$ cat config.mk
export PLATFORM = sky130hd
export DESIGN_NAME = crf_core
export DESIGN_NICKNAME = d
export VERILOG_FILES = /design/src/shared/crf_pkg.sv /design/src/logic/crf_core.sv
export SDC_FILE = /design/constraint.sdc
export NUM_CORES = 1
export LEC_CHECK = 0
export ABC_AREA = 1
export ABC_CLOCK_PERIOD_IN_PS = 6000
export BUFFER_PORTS_ARGS = -buffer_cell sky130_fd_sc_hd__buf_2
export CORE_ASPECT_RATIO = 1.25
export CORE_MARGIN = 2
export CORE_UTILIZATION = 30
export CTS_CLUSTER_DIAMETER = 30
export DETAILED_ROUTE_END_ITERATION = 7
export GPL_TIMING_DRIVEN = 0
export HOLD_SLACK_MARGIN = 0.15
export PLACE_DENSITY = 0.52
export SLEW_MARGIN = 20
export SYNTH_ARGS = -nofsm -noshare
export SYNTH_HDL_FRONTEND = slang
export SYNTH_SLANG_ARGS = --single-unit
$ cat constraint.sdc
create_clock -name core_clk_i -period 6 [get_ports core_clk_i]
set_clock_uncertainty 0.05 [all_clocks]
set_input_delay 0.9 -clock core_clk_i [delete_from_list [all_inputs] [get_ports core_clk_i]]
set_output_delay 0.9 -clock core_clk_i [all_outputs]
set_load 0.03 [all_outputs]
$ cat src/shared/crf_pkg.sv
package crf_pkg;

  // ==========================================================
  // Reset values and vectors
  localparam logic [15:0] SP_RESET     = 16'h00FF;
  localparam logic [7:0]  SP_LOW_RESET = 8'hFF;
  localparam logic [15:0] RESET_VEC    = 16'hFFFE;
  localparam logic [7:0]  CCR_RESET    = 8'h68;
  localparam logic [7:0]  CCR_ONES     = 8'h60;

  // ==========================================================
  // Documented opcodes, modes and ALU selectors
  localparam logic [7:0] OPC_AIS = 8'hA7;
  localparam logic [7:0] OPC_AIX = 8'hAF;
  localparam logic [7:0] OPC_BCC = 8'h24;
  localparam logic [7:0] OPC_BCS = 8'h25;
  localparam logic [7:0] OPC_BGE = 8'h90;
  localparam logic [7:0] OPC_BLT = 8'h91;
  localparam logic [7:0] OPC_BGT = 8'h92;
  localparam logic [7:0] OPC_BLE = 8'h93;
  localparam logic [7:0] OPC_PFX = 8'h9E;
  localparam logic [3:0] MODE_IMM = 4'hA;
  localparam logic [3:0] MODE_IX  = 4'hF;
  localparam logic [3:0] MODE_SP1 = 4'hE;
  localparam logic [3:0] MODE_SP2 = 4'hD;
  localparam logic [3:0] ALU_AND  = 4'h4;
  localparam logic [3:0] ALU_ADC  = 4'h9;
  localparam logic [3:0] ALU_ADD  = 4'hB;

  // ==========================================================
  // Decimal adjust figures
  localparam logic [7:0] DAA_LIMIT   = 8'h99;
  localparam logic [3:0] DIGIT_MAX   = 4'h9;
  localparam logic [7:0] DAA_HI_CORR = 8'h60;
  localparam logic [7:0] DAA_LO_CORR = 8'h06;

  // ==========================================================
  // Stacking
  localparam logic [2:0] INT_PUSH_LAST = 3'h4;
  localparam logic [2:0] RTI_PULL_N    = 3'h5;
  localparam logic [2:0] PULL_INDEX_HIGH_PULL_N   = 3'h1;

  // ==========================================================
  // Register port map
  localparam logic [3:0] REG_A     = 4'h0;
  localparam logic [3:0] REG_X     = 4'h1;
  localparam logic [3:0] REG_H     = 4'h2;
  localparam logic [3:0] REG_SPH   = 4'h3;
  localparam logic [3:0] REG_SPL   = 4'h4;
  localparam logic [3:0] REG_PCH   = 4'h5;
  localparam logic [3:0] REG_PCL   = 4'h6;
  localparam logic [3:0] REG_CCR   = 4'h7;
  localparam logic [3:0] REG_CTRL  = 4'h8;
  localparam logic [3:0] REG_STAT  = 4'h9;
  localparam logic       RUN_RESET = 1'b1;

  typedef struct packed {
    logic v;
    logic one6;
    logic one5;
    logic h;
    logic i;
    logic n;
    logic z;
    logic c;
  } crf_ccr_s;

  typedef struct packed {
    logic [15:0] addr;
    logic [7:0]  wdata;
    logic        rd;
    logic        wr;
  } crf_mem_req_s;

  typedef enum logic [3:0] {
    ST_VEC_HI, ST_VEC_LO, ST_VEC_END, ST_FETCH, ST_HALT, ST_DECODE,
    ST_PREFIX, ST_SPOFF1, ST_SPOFF2, ST_SPOFF2L, ST_EXEC, ST_INT,
    ST_PULL
  } crf_state_e;

endpackage

$ cat src/logic/crf_core.sv
// Chosen here: the address-and-strobe port and the address map.
`timescale 1ns/1ps
`default_nettype none
module crf_core
  import crf_pkg::*;
#(
  parameter int          IRQ_N       = 4,
  parameter logic [15:0] IRQ_VEC_TOP = 16'hFFFC,
  parameter logic [7:0]  OPC_RSP     = 8'h9C,
  parameter logic [7:0]  OPC_CLI     = 8'h9A,
  parameter logic [7:0]  OPC_RTI     = 8'h80,
  parameter logic [7:0]  OPC_PUSH_INDEX_HIGH    = 8'h8B,
  parameter logic [7:0]  OPC_PULL_INDEX_HIGH    = 8'h8A,
  parameter logic [7:0]  OPC_DAA     = 8'h72,
  parameter logic [7:0]  OPC_ASLA    = 8'h48,
  parameter logic [7:0]  OPC_ASRA    = 8'h47
) (
  // Clock and reset
  input  wire logic             core_clk_i,
  input  wire logic             rst_n_i,
  // Memory bus
  output crf_mem_req_s          mem_req_o,
  input  wire logic [7:0]       mem_rdata_i,
  // Interrupt requests, bit 0 highest priority
  input  wire logic [IRQ_N-1:0] irq_i,
  // Register port
  input  wire logic [3:0]       reg_addr_i,
  input  wire logic [7:0]       reg_wdata_i,
  input  wire logic             reg_wr_i,
  input  wire logic             reg_rd_i,
  output logic [7:0]            reg_rdata_o
);

  if (IRQ_N < 1 || IRQ_N > 8) begin : g_chk
    $error("IRQ_N must be 1 to 8");
  end

  // ==========================================================
  // State
  crf_state_e   st_q, st_d;
  logic [7:0]   a_q, a_d, x_q, x_d, h_q, h_d;
  logic [7:0]   op_q, op_d, offh_q, offh_d;
  logic [15:0]  sp_q, sp_d, pc_q, pc_d, vec_q, vec_d;
  crf_ccr_s     cc_q, cc_d;
  logic [2:0]   cnt_q, cnt_d;
  logic         pull_all_q, pull_all_d;
  logic         run_q;
  crf_mem_req_s mem_d;

  // ==========================================================
  // Decode wires
  wire [15:0] hx      = {h_q, x_q};
  wire [7:0]  opc     = (st_q == ST_DECODE) ? mem_rdata_i : op_q;
  wire [15:0] rel16   = {{8{mem_rdata_i[7]}}, mem_rdata_i};
  wire [15:0] pc_inc  = pc_q + 16'h0001;
  wire [15:0] sp_inc  = sp_q + 16'h0001;
  wire [15:0] sp_dec  = sp_q - 16'h0001;
  wire        halted  = (st_q == ST_HALT);
  wire [7:0]  cc_rd   = cc_q | CCR_ONES;

  function automatic logic alu_sel(input logic [3:0] nib);
    alu_sel = (nib == ALU_AND) || (nib == ALU_ADC) || (nib == ALU_ADD);
  endfunction

  function automatic logic is_branch(input logic [7:0] op);
    is_branch = (op == OPC_BCC) || (op == OPC_BCS) || (op == OPC_BGE) ||
                (op == OPC_BLT) || (op == OPC_BGT) || (op == OPC_BLE);
  endfunction

  // Signed forms look at N xor V rather than N alone
  function automatic logic br_taken(input logic [7:0] op,
                                    input crf_ccr_s cc);
    logic nv;
    nv = cc.n ^ cc.v;
    case (op)
      OPC_BCC: br_taken = ~cc.c;
      OPC_BCS: br_taken = cc.c;
      OPC_BGE: br_taken = ~nv;
      OPC_BLT: br_taken = nv;
      OPC_BGT: br_taken = ~(cc.z | nv);
      OPC_BLE: br_taken = cc.z | nv;
      default: br_taken = 1'b0;
    endcase
  endfunction

  // ==========================================================
  // Arithmetic on accumulator and incoming operand
  wire       cin   = (op_q[3:0] == ALU_ADC) & cc_q.c;
  wire [8:0] sum9  = {1'b0, a_q} + {1'b0, mem_rdata_i} + {8'h00, cin};
  wire [4:0] sum5  = {1'b0, a_q[3:0]} + {1'b0, mem_rdata_i[3:0]}
                   + {4'h0, cin};
  wire       add_v = (a_q[7] == mem_rdata_i[7]) & (sum9[7] != a_q[7]);
  wire [7:0] and_r = a_q & mem_rdata_i;
  wire       daa_hi = cc_q.c | (a_q > DAA_LIMIT);
  wire       daa_lo = cc_q.h | (a_q[3:0] > DIGIT_MAX);
  wire [7:0] daa_r  = a_q + (daa_hi ? DAA_HI_CORR : 8'h00)
                    + (daa_lo ? DAA_LO_CORR : 8'h00);
  wire [7:0] asl_r  = {a_q[6:0], 1'b0};
  wire [7:0] asr_r  = {a_q[7], a_q[7:1]};

  // ==========================================================
  // Interrupt selection
  function automatic logic [2:0] irq_pick(input logic [IRQ_N-1:0] req);
    irq_pick = 3'h0;
    for (int k = IRQ_N - 1; k >= 0; k--) begin
      if (req[k]) begin
        irq_pick = 3'(k);
      end
    end
  endfunction

  wire        irq_any = |irq_i;
  wire        int_go  = irq_any & ~cc_q.i;
  wire [2:0]  irq_idx = irq_pick(irq_i);
  wire [15:0] irq_vec = IRQ_VEC_TOP - {12'h000, irq_idx, 1'b0};
  wire [2:0]  pull_n  = pull_all_q ? RTI_PULL_N : PULL_INDEX_HIGH_PULL_N;

  // Byte stacked at each step of interrupt entry; H is left out
  logic [7:0] push_b;
  always_comb begin
    case (cnt_q)
      3'h0:    push_b = pc_q[7:0];
      3'h1:    push_b = pc_q[15:8];
      3'h2:    push_b = x_q;
      3'h3:    push_b = a_q;
      default: push_b = cc_rd;
    endcase
  end

  // ==========================================================
  // Register port read decode
  logic [7:0] rd_mux;
  always_comb begin
    case (reg_addr_i)
      REG_A:    rd_mux = a_q;
      REG_X:    rd_mux = x_q;
      REG_H:    rd_mux = h_q;
      REG_SPH:  rd_mux = sp_q[15:8];
      REG_SPL:  rd_mux = sp_q[7:0];
      REG_PCH:  rd_mux = pc_q[15:8];
      REG_PCL:  rd_mux = pc_q[7:0];
      REG_CCR:  rd_mux = cc_rd;
      REG_CTRL: rd_mux = {7'h00, run_q};
      REG_STAT: rd_mux = {6'h00, irq_any, halted};
      default:  rd_mux = 8'h00;
    endcase
  end

  // ==========================================================
  // Sequencer
  always_comb begin
    st_d       = st_q;
    a_d        = a_q;
    x_d        = x_q;
    h_d        = h_q;
    op_d       = op_q;
    offh_d     = offh_q;
    sp_d       = sp_q;
    pc_d       = pc_q;
    vec_d      = vec_q;
    cc_d       = cc_q;
    cnt_d      = cnt_q;
    pull_all_d = pull_all_q;
    mem_d      = '0;
    case (st_q)
      ST_VEC_HI: begin
        mem_d.addr = vec_q;
        mem_d.rd   = 1'b1;
        st_d       = ST_VEC_LO;
      end
      ST_VEC_LO: begin
        pc_d[15:8] = mem_rdata_i;
        mem_d.addr = vec_q + 16'h0001;
        mem_d.rd   = 1'b1;
        st_d       = ST_VEC_END;
      end
      ST_VEC_END: begin
        pc_d[7:0] = mem_rdata_i;
        st_d      = ST_FETCH;
      end
      ST_HALT: begin
        if (run_q) begin
          st_d = ST_FETCH;
        end
      end
      ST_FETCH: begin
        if (!run_q) begin
          st_d = ST_HALT;
        end else if (int_go) begin
          cnt_d = 3'h0;
          st_d  = ST_INT;
        end else begin
          mem_d.addr = pc_q;
          mem_d.rd   = 1'b1;
          pc_d       = pc_inc;
          st_d       = ST_DECODE;
        end
      end
      ST_DECODE: begin
        op_d = mem_rdata_i;
        st_d = ST_FETCH;
        if (opc == OPC_PFX || opc == OPC_AIS || opc == OPC_AIX ||
            is_branch(opc) ||
            (opc[7:4] == MODE_IMM && alu_sel(opc[3:0]))) begin
          mem_d.addr = pc_q;
          mem_d.rd   = 1'b1;
          pc_d       = pc_inc;
          st_d       = (opc == OPC_PFX) ? ST_PREFIX : ST_EXEC;
        end else if (opc[7:4] == MODE_IX && alu_sel(opc[3:0])) begin
          mem_d.addr = hx;
          mem_d.rd   = 1'b1;
          st_d       = ST_EXEC;
        end else if (opc == OPC_RSP) begin
          sp_d[7:0] = SP_LOW_RESET;
        end else if (opc == OPC_CLI) begin
          cc_d.i = 1'b0;
        end else if (opc == OPC_DAA) begin
          a_d    = daa_r;
          cc_d.c = cc_q.c | daa_hi;
          cc_d.n = daa_r[7];
          cc_d.z = (daa_r == 8'h00);
        end else if (opc == OPC_ASLA || opc == OPC_ASRA) begin
          a_d    = (opc == OPC_ASLA) ? asl_r : asr_r;
          cc_d.c = (opc == OPC_ASLA) ? a_q[7] : a_q[0];
          cc_d.n = a_d[7];
          cc_d.z = (a_d == 8'h00);
          cc_d.v = a_d[7] ^ cc_d.c;
        end else if (opc == OPC_PUSH_INDEX_HIGH) begin
          mem_d.addr  = sp_q;
          mem_d.wdata = h_q;
          mem_d.wr    = 1'b1;
          sp_d        = sp_dec;
        end else if (opc == OPC_PULL_INDEX_HIGH || opc == OPC_RTI) begin
          cnt_d      = 3'h0;
          pull_all_d = (opc == OPC_RTI);
          st_d       = ST_PULL;
        end
      end
      ST_PREFIX: begin
        op_d = mem_rdata_i;
        st_d = ST_FETCH;
        if (alu_sel(mem_rdata_i[3:0]) && (mem_rdata_i[7:4] == MODE_SP1 ||
            mem_rdata_i[7:4] == MODE_SP2)) begin
          mem_d.addr = pc_q;
          mem_d.rd   = 1'b1;
          pc_d       = pc_inc;
          st_d = (mem_rdata_i[7:4] == MODE_SP1) ? ST_SPOFF1 : ST_SPOFF2;
        end
      end
      ST_SPOFF1: begin
        mem_d.addr = sp_q + {8'h00, mem_rdata_i};
        mem_d.rd   = 1'b1;
        st_d       = ST_EXEC;
      end
      ST_SPOFF2: begin
        offh_d     = mem_rdata_i;
        mem_d.addr = pc_q;
        mem_d.rd   = 1'b1;
        pc_d       = pc_inc;
        st_d       = ST_SPOFF2L;
      end
      ST_SPOFF2L: begin
        mem_d.addr = sp_q + {offh_q, mem_rdata_i};
        mem_d.rd   = 1'b1;
        st_d       = ST_EXEC;
      end
      ST_EXEC: begin
        if (is_branch(op_q)) begin
          if (br_taken(op_q, cc_q)) begin
            pc_d = pc_q + rel16;
          end
          st_d = ST_FETCH;
        end else begin
          if (op_q == OPC_AIS) begin
            sp_d = sp_q + rel16;
          end else if (op_q == OPC_AIX) begin
            {h_d, x_d} = hx + rel16;
          end else if (op_q[3:0] == ALU_AND) begin
            a_d    = and_r;
            cc_d.v = 1'b0;
            cc_d.n = and_r[7];
            cc_d.z = (and_r == 8'h00);
          end else begin
            a_d    = sum9[7:0];
            cc_d.v = add_v;
            cc_d.h = sum5[4];
            cc_d.n = sum9[7];
            cc_d.z = (sum9[7:0] == 8'h00);
            cc_d.c = sum9[8];
          end
          // Overlap the next opcode fetch to keep two-cycle ops
          st_d = ST_FETCH;
          if (run_q && !int_go) begin
            mem_d.addr = pc_q;
            mem_d.rd   = 1'b1;
            pc_d       = pc_inc;
            st_d       = ST_DECODE;
          end
        end
      end
      ST_INT: begin
        mem_d.addr  = sp_q;
        mem_d.wdata = push_b;
        mem_d.wr    = 1'b1;
        sp_d        = sp_dec;
        cnt_d       = cnt_q + 3'h1;
        if (cnt_q == INT_PUSH_LAST) begin
          cc_d.i = 1'b1;
          vec_d  = irq_vec;
          st_d   = ST_VEC_HI;
        end
      end
      ST_PULL: begin
        if (cnt_q != 3'h0) begin
          if (!pull_all_q) begin
            h_d = mem_rdata_i;
          end else begin
            case (cnt_q)
              3'h1:    cc_d = crf_ccr_s'(mem_rdata_i | CCR_ONES);
              3'h2:    a_d = mem_rdata_i;
              3'h3:    x_d = mem_rdata_i;
              3'h4:    pc_d[15:8] = mem_rdata_i;
              default: pc_d[7:0] = mem_rdata_i;
            endcase
          end
        end
        if (cnt_q == pull_n) begin
          st_d = ST_FETCH;
        end else begin
          mem_d.addr = sp_inc;
          mem_d.rd   = 1'b1;
          sp_d       = sp_inc;
          cnt_d      = cnt_q + 3'h1;
        end
      end
      default: st_d = ST_FETCH;
    endcase
    // Software may load core registers only while the core is halted
    if (halted && reg_wr_i) begin
      case (reg_addr_i)
        REG_A:   a_d = reg_wdata_i;
        REG_X:   x_d = reg_wdata_i;
        REG_H:   h_d = reg_wdata_i;
        REG_SPH: sp_d[15:8] = reg_wdata_i;
        REG_SPL: sp_d[7:0] = reg_wdata_i;
        REG_PCH: pc_d[15:8] = reg_wdata_i;
        REG_PCL: pc_d[7:0] = reg_wdata_i;
        REG_CCR: cc_d = crf_ccr_s'({reg_wdata_i[7:4], cc_q.i,
                                    reg_wdata_i[2:0]} | CCR_ONES);
        default: ;
      endcase
    end
  end

  assign mem_req_o = mem_d;

  // ==========================================================
  // Flip-flops
  always_ff @(posedge core_clk_i or negedge rst_n_i) begin
    if (!rst_n_i) begin
      st_q       <= ST_VEC_HI;
      vec_q      <= RESET_VEC;
      sp_q       <= SP_RESET;
      cc_q       <= crf_ccr_s'(CCR_RESET);
      pc_q       <= 16'h0000;
      a_q        <= 8'h00;
      x_q        <= 8'h00;
      h_q        <= 8'h00;
      op_q       <= 8'h00;
      offh_q     <= 8'h00;
      cnt_q      <= 3'h0;
      pull_all_q <= 1'b0;
    end else begin
      st_q       <= st_d;
      vec_q      <= vec_d;
      sp_q       <= sp_d;
      cc_q       <= cc_d;
      pc_q       <= pc_d;
      a_q        <= a_d;
      x_q        <= x_d;
      h_q        <= h_d;
      op_q       <= op_d;
      offh_q     <= offh_d;
      cnt_q      <= cnt_d;
      pull_all_q <= pull_all_d;
    end
  end

  always_ff @(posedge core_clk_i or negedge rst_n_i) begin
    if (!rst_n_i) begin
      run_q       <= RUN_RESET;
      reg_rdata_o <= 8'h00;
    end else begin
      if (reg_wr_i && reg_addr_i == REG_CTRL) begin
        run_q <= reg_wdata_i[0];
      end
      reg_rdata_o <= reg_rd_i ? rd_mux : 8'h00;
    end
  end

endmodule
`default_nettype wire

==> impl_metrics.ini <==
[clock_network]
clockBufferDepth = 2
clkSlewWorstSetupHoldPaths_ps = 80
cts_resized = 0
cts_max_level = 3
cts_tree = done
post_cts.repair.setup_buffers = 0
ctsHoldBuffers = 0
cts.sinks = 98
clockRootBuffer = clkbuf_16
cts_made_buffers = 9
clk_latency_ps = 390

[route]
ant_nets = 0
drt-wirelength-per-cell_um = 26.0
drc_errors = 1
via_per_inst = 5.84
postRouteWirelength_um = 77200
route.vias.total = 17400
dr.pass1.iters = 8
drt_iter0_drc = 1659

[place]
numPortBuffers = 61
dp.final_hpwl_um = 61100
place.gp.congestion = 1.03
place_area_um2 = 14800

[power]
p_int_mw = 2.80
p_leak_nw = 7.23
power_switching_mw = 4.56
vdd_drop_max_v = 0.000178
seqPwrFrac_pct = 19.3
p_comb_share_pct = 72.2
power_frac_clock_pct = 8.5
switching_share_pct = 61.9
p_per_area_nw_per_um2 = 486

[sta]
worst_pin_slew_ps = 1220
fmax_ghz = 0.167
period_minus_slack_ps = 5970
fin_crit_sh_pct = 99.6
fin_setup_tns_ps = 0
slew_headroom_pct = 18.3
finalSetupViolations = 0
finalHoldViolCount = 0
rsz0062_at_grt = no
holdWs_ps = 436
final_max_slew_viol_count = 0

[setup_path]
worst_setup_path_start_kind = input port
critPathLaunch = mem_rdata_i[1]
timing.rr.start = op_q[3]
crit_path_frequent_cell = buf_2
worst_setup_path_end_kind = output pin
cp_cell_sequence = buf_2, clkbuf_1, inv_1, o21ai_2, nand2_1, nor2_1, nand2_1, nor2_1, inv_1, buf_2, o2111ai_1, buf_2
critical_path_required_ps = 5050
path_class = in2out
cp_max_fo = 10
critPathArrivalTime_ps = 5020
critPathTopFamily = buffers and inverters
slowest_stage = clkbuf_1
cpPeakStageDelay_ps = 770
critPathBufInv = 6

[global_route]
grt_pass1_wl_um = 111000
antenna_found_initial = 2
grt_usage_pct = 32.0
met3_usage_pct = 5.34
grt_start_max_net_pins = 56
gr-usage-met1_pct = 37.9
use_met2_pct = 51.8
grt-busiest-layer = met2
grt_pass1_vias = 16900
grt-ovfl-total = 0

[synthesis]
synth-main-ff-cell = dfrtp_1
syn_area_per_cell_um2 = 5.95
syn-num-nets = 2426
seq_area_frac_synth_pct = 17.9
synth_top_area_cell = dfrtp_1
synthTopCellsByArea = dfrtp_1, nand2_1, inv_1
netlist.area_leader.share_pct = 15.4
synth.cell_area_um2 = 13800
synth-seq-cells = 98
synth_edf_count = 0
yosysWarningCount = 0
synthDistinctLibCells = 58
synthCells = 2314
synthArstFlopShare_pct = 100

[hold_path]
min_path_type = in2async

[job]
max-cap-violations = 0

[floorplanning]
dieArea_um2 = 47700
start_util_pct = 30.5
dieHeight_um = 244
io_pins = 62
coreArea_um2 = 45200
dieWidth_um = 196
rows = 87

[cells_and_area]
syn2layout_area_growth_pct = 9.86
final_cell_mix = nand2_1, inv_1, nor2_1
stdcell_area_um2 = 15100
seq_area_um2 = 2470
drive_gt1_share_pct = 6.81
num-fill-cells = 5128
post-route-util_pct = 33.5
final_common_cell = nand2_1
multi_input_area_um2 = 9820
nets = 2499

[run_status]
violations = design-rule violations
status = finished with violations
[Yosys cell counts (4+ instances only)]
library cell    n
nor3_1         54
xor2_1         44
o22ai_1        47
clkbuf_1       54
clkinv_1       10
dfstp_2        13
nand2_1       542
buf_2           8
nor2_2          7
o21ai_1        19
fa_1            6
or2_2          10
a22oi_1        18
o211ai_1       36
a211oi_1       13
a41oi_1         4
a21oi_1       167
ha_1           78
o2111ai_1      12
o21ai_0       186
a31oi_1         7
dfrtp_1        85
xnor2_1        15
o221ai_1       10
inv_2           9
nand4_1        50
nand2_2        11
o21bai_1       10
nor2_1        252
a221oi_1       24
inv_1         295
nor4_1          7
nand3_1       158
nor2_4          8
[flip-flops by register name, indices dropped and copies added (netlist names)]
register and count:
pc_q 16, sp_q 16, a_q 8, h_q 8, offh_q 8, op_q 8
reg_rdata_o 8, x_q 8, cc_q 6, st_q 4, cnt_q 3, vec_q 3
pull_all_q 1, run_q 1
[final timing paths]
kind | slack [ps] | endpoint | cells after the start
max | 30 | mem_req_o[20] | 12
min | 440 | op_q[7] | 1
max reg2reg | 2080 | a_q[2] | 12
min reg2reg | 440 | offh_q[0] | 2
max in group asynchronous | 4720 | sp_q[2] | 2
min in group core_clk_i | 440 | offh_q[0] | 2
[layer usage]
layer | up-vias | share of wire [%]
li1 | 8022 | -
met5 | - | 0.013
met3 | 275 | 7.2
met2 | 850 | 45
met4 | 2 | 8.2
met1 | 8202 | 40
[through the flow]
step	power, mW	setup WS (ps)	instances
4_1_cts	7.22	284	2970
6_report	7.36	26.9	2973
5_1_grt	7.88	98.2	2970
2_1_floorplan	4.76	2040	2314
3_3_place_gp	6.56	320	2953
3_5_place_dp	6.58	300	2954
[cell families after synthesis]
family / after synthesis / share of synthesized area, %
adder cells (fa/ha/maj): 84 / 7.96
flip-flops: 98 / 17.9
XOR/XNOR: 59 / 3.75
AND/OR/NAND/NOR: 1113 / 34.9
buffers and inverters: 384 / 10.8
AO/OA/AOI/OAI: 576 / 24.8
[power by group through the flow]
stage / Sequential [mW] / Combinational [mW] / Clock (mW)
detailed placement: 1.41 / 5.17 / 0
floorplan: 1.21 / 3.56 / 0
finish: 1.42 / 5.31 / 0.626
global placement: 1.40 / 5.15 / 0
global route: 1.43 / 5.79 / 0.662
CTS: 1.39 / 5.19 / 0.635
[cell type report]
cell class              count  area share, %
diodes                      3         0.0496
plain buffers              70           2.00
clock buffers              10           1.58
clock inverters             6          0.322
inverters                 314           7.79
multi-input cells        1832           64.9
flip-flops and latches     98           16.3
well taps                 578           4.78
repair buffers             62           2.24
(Power assumes the default switching activity.)
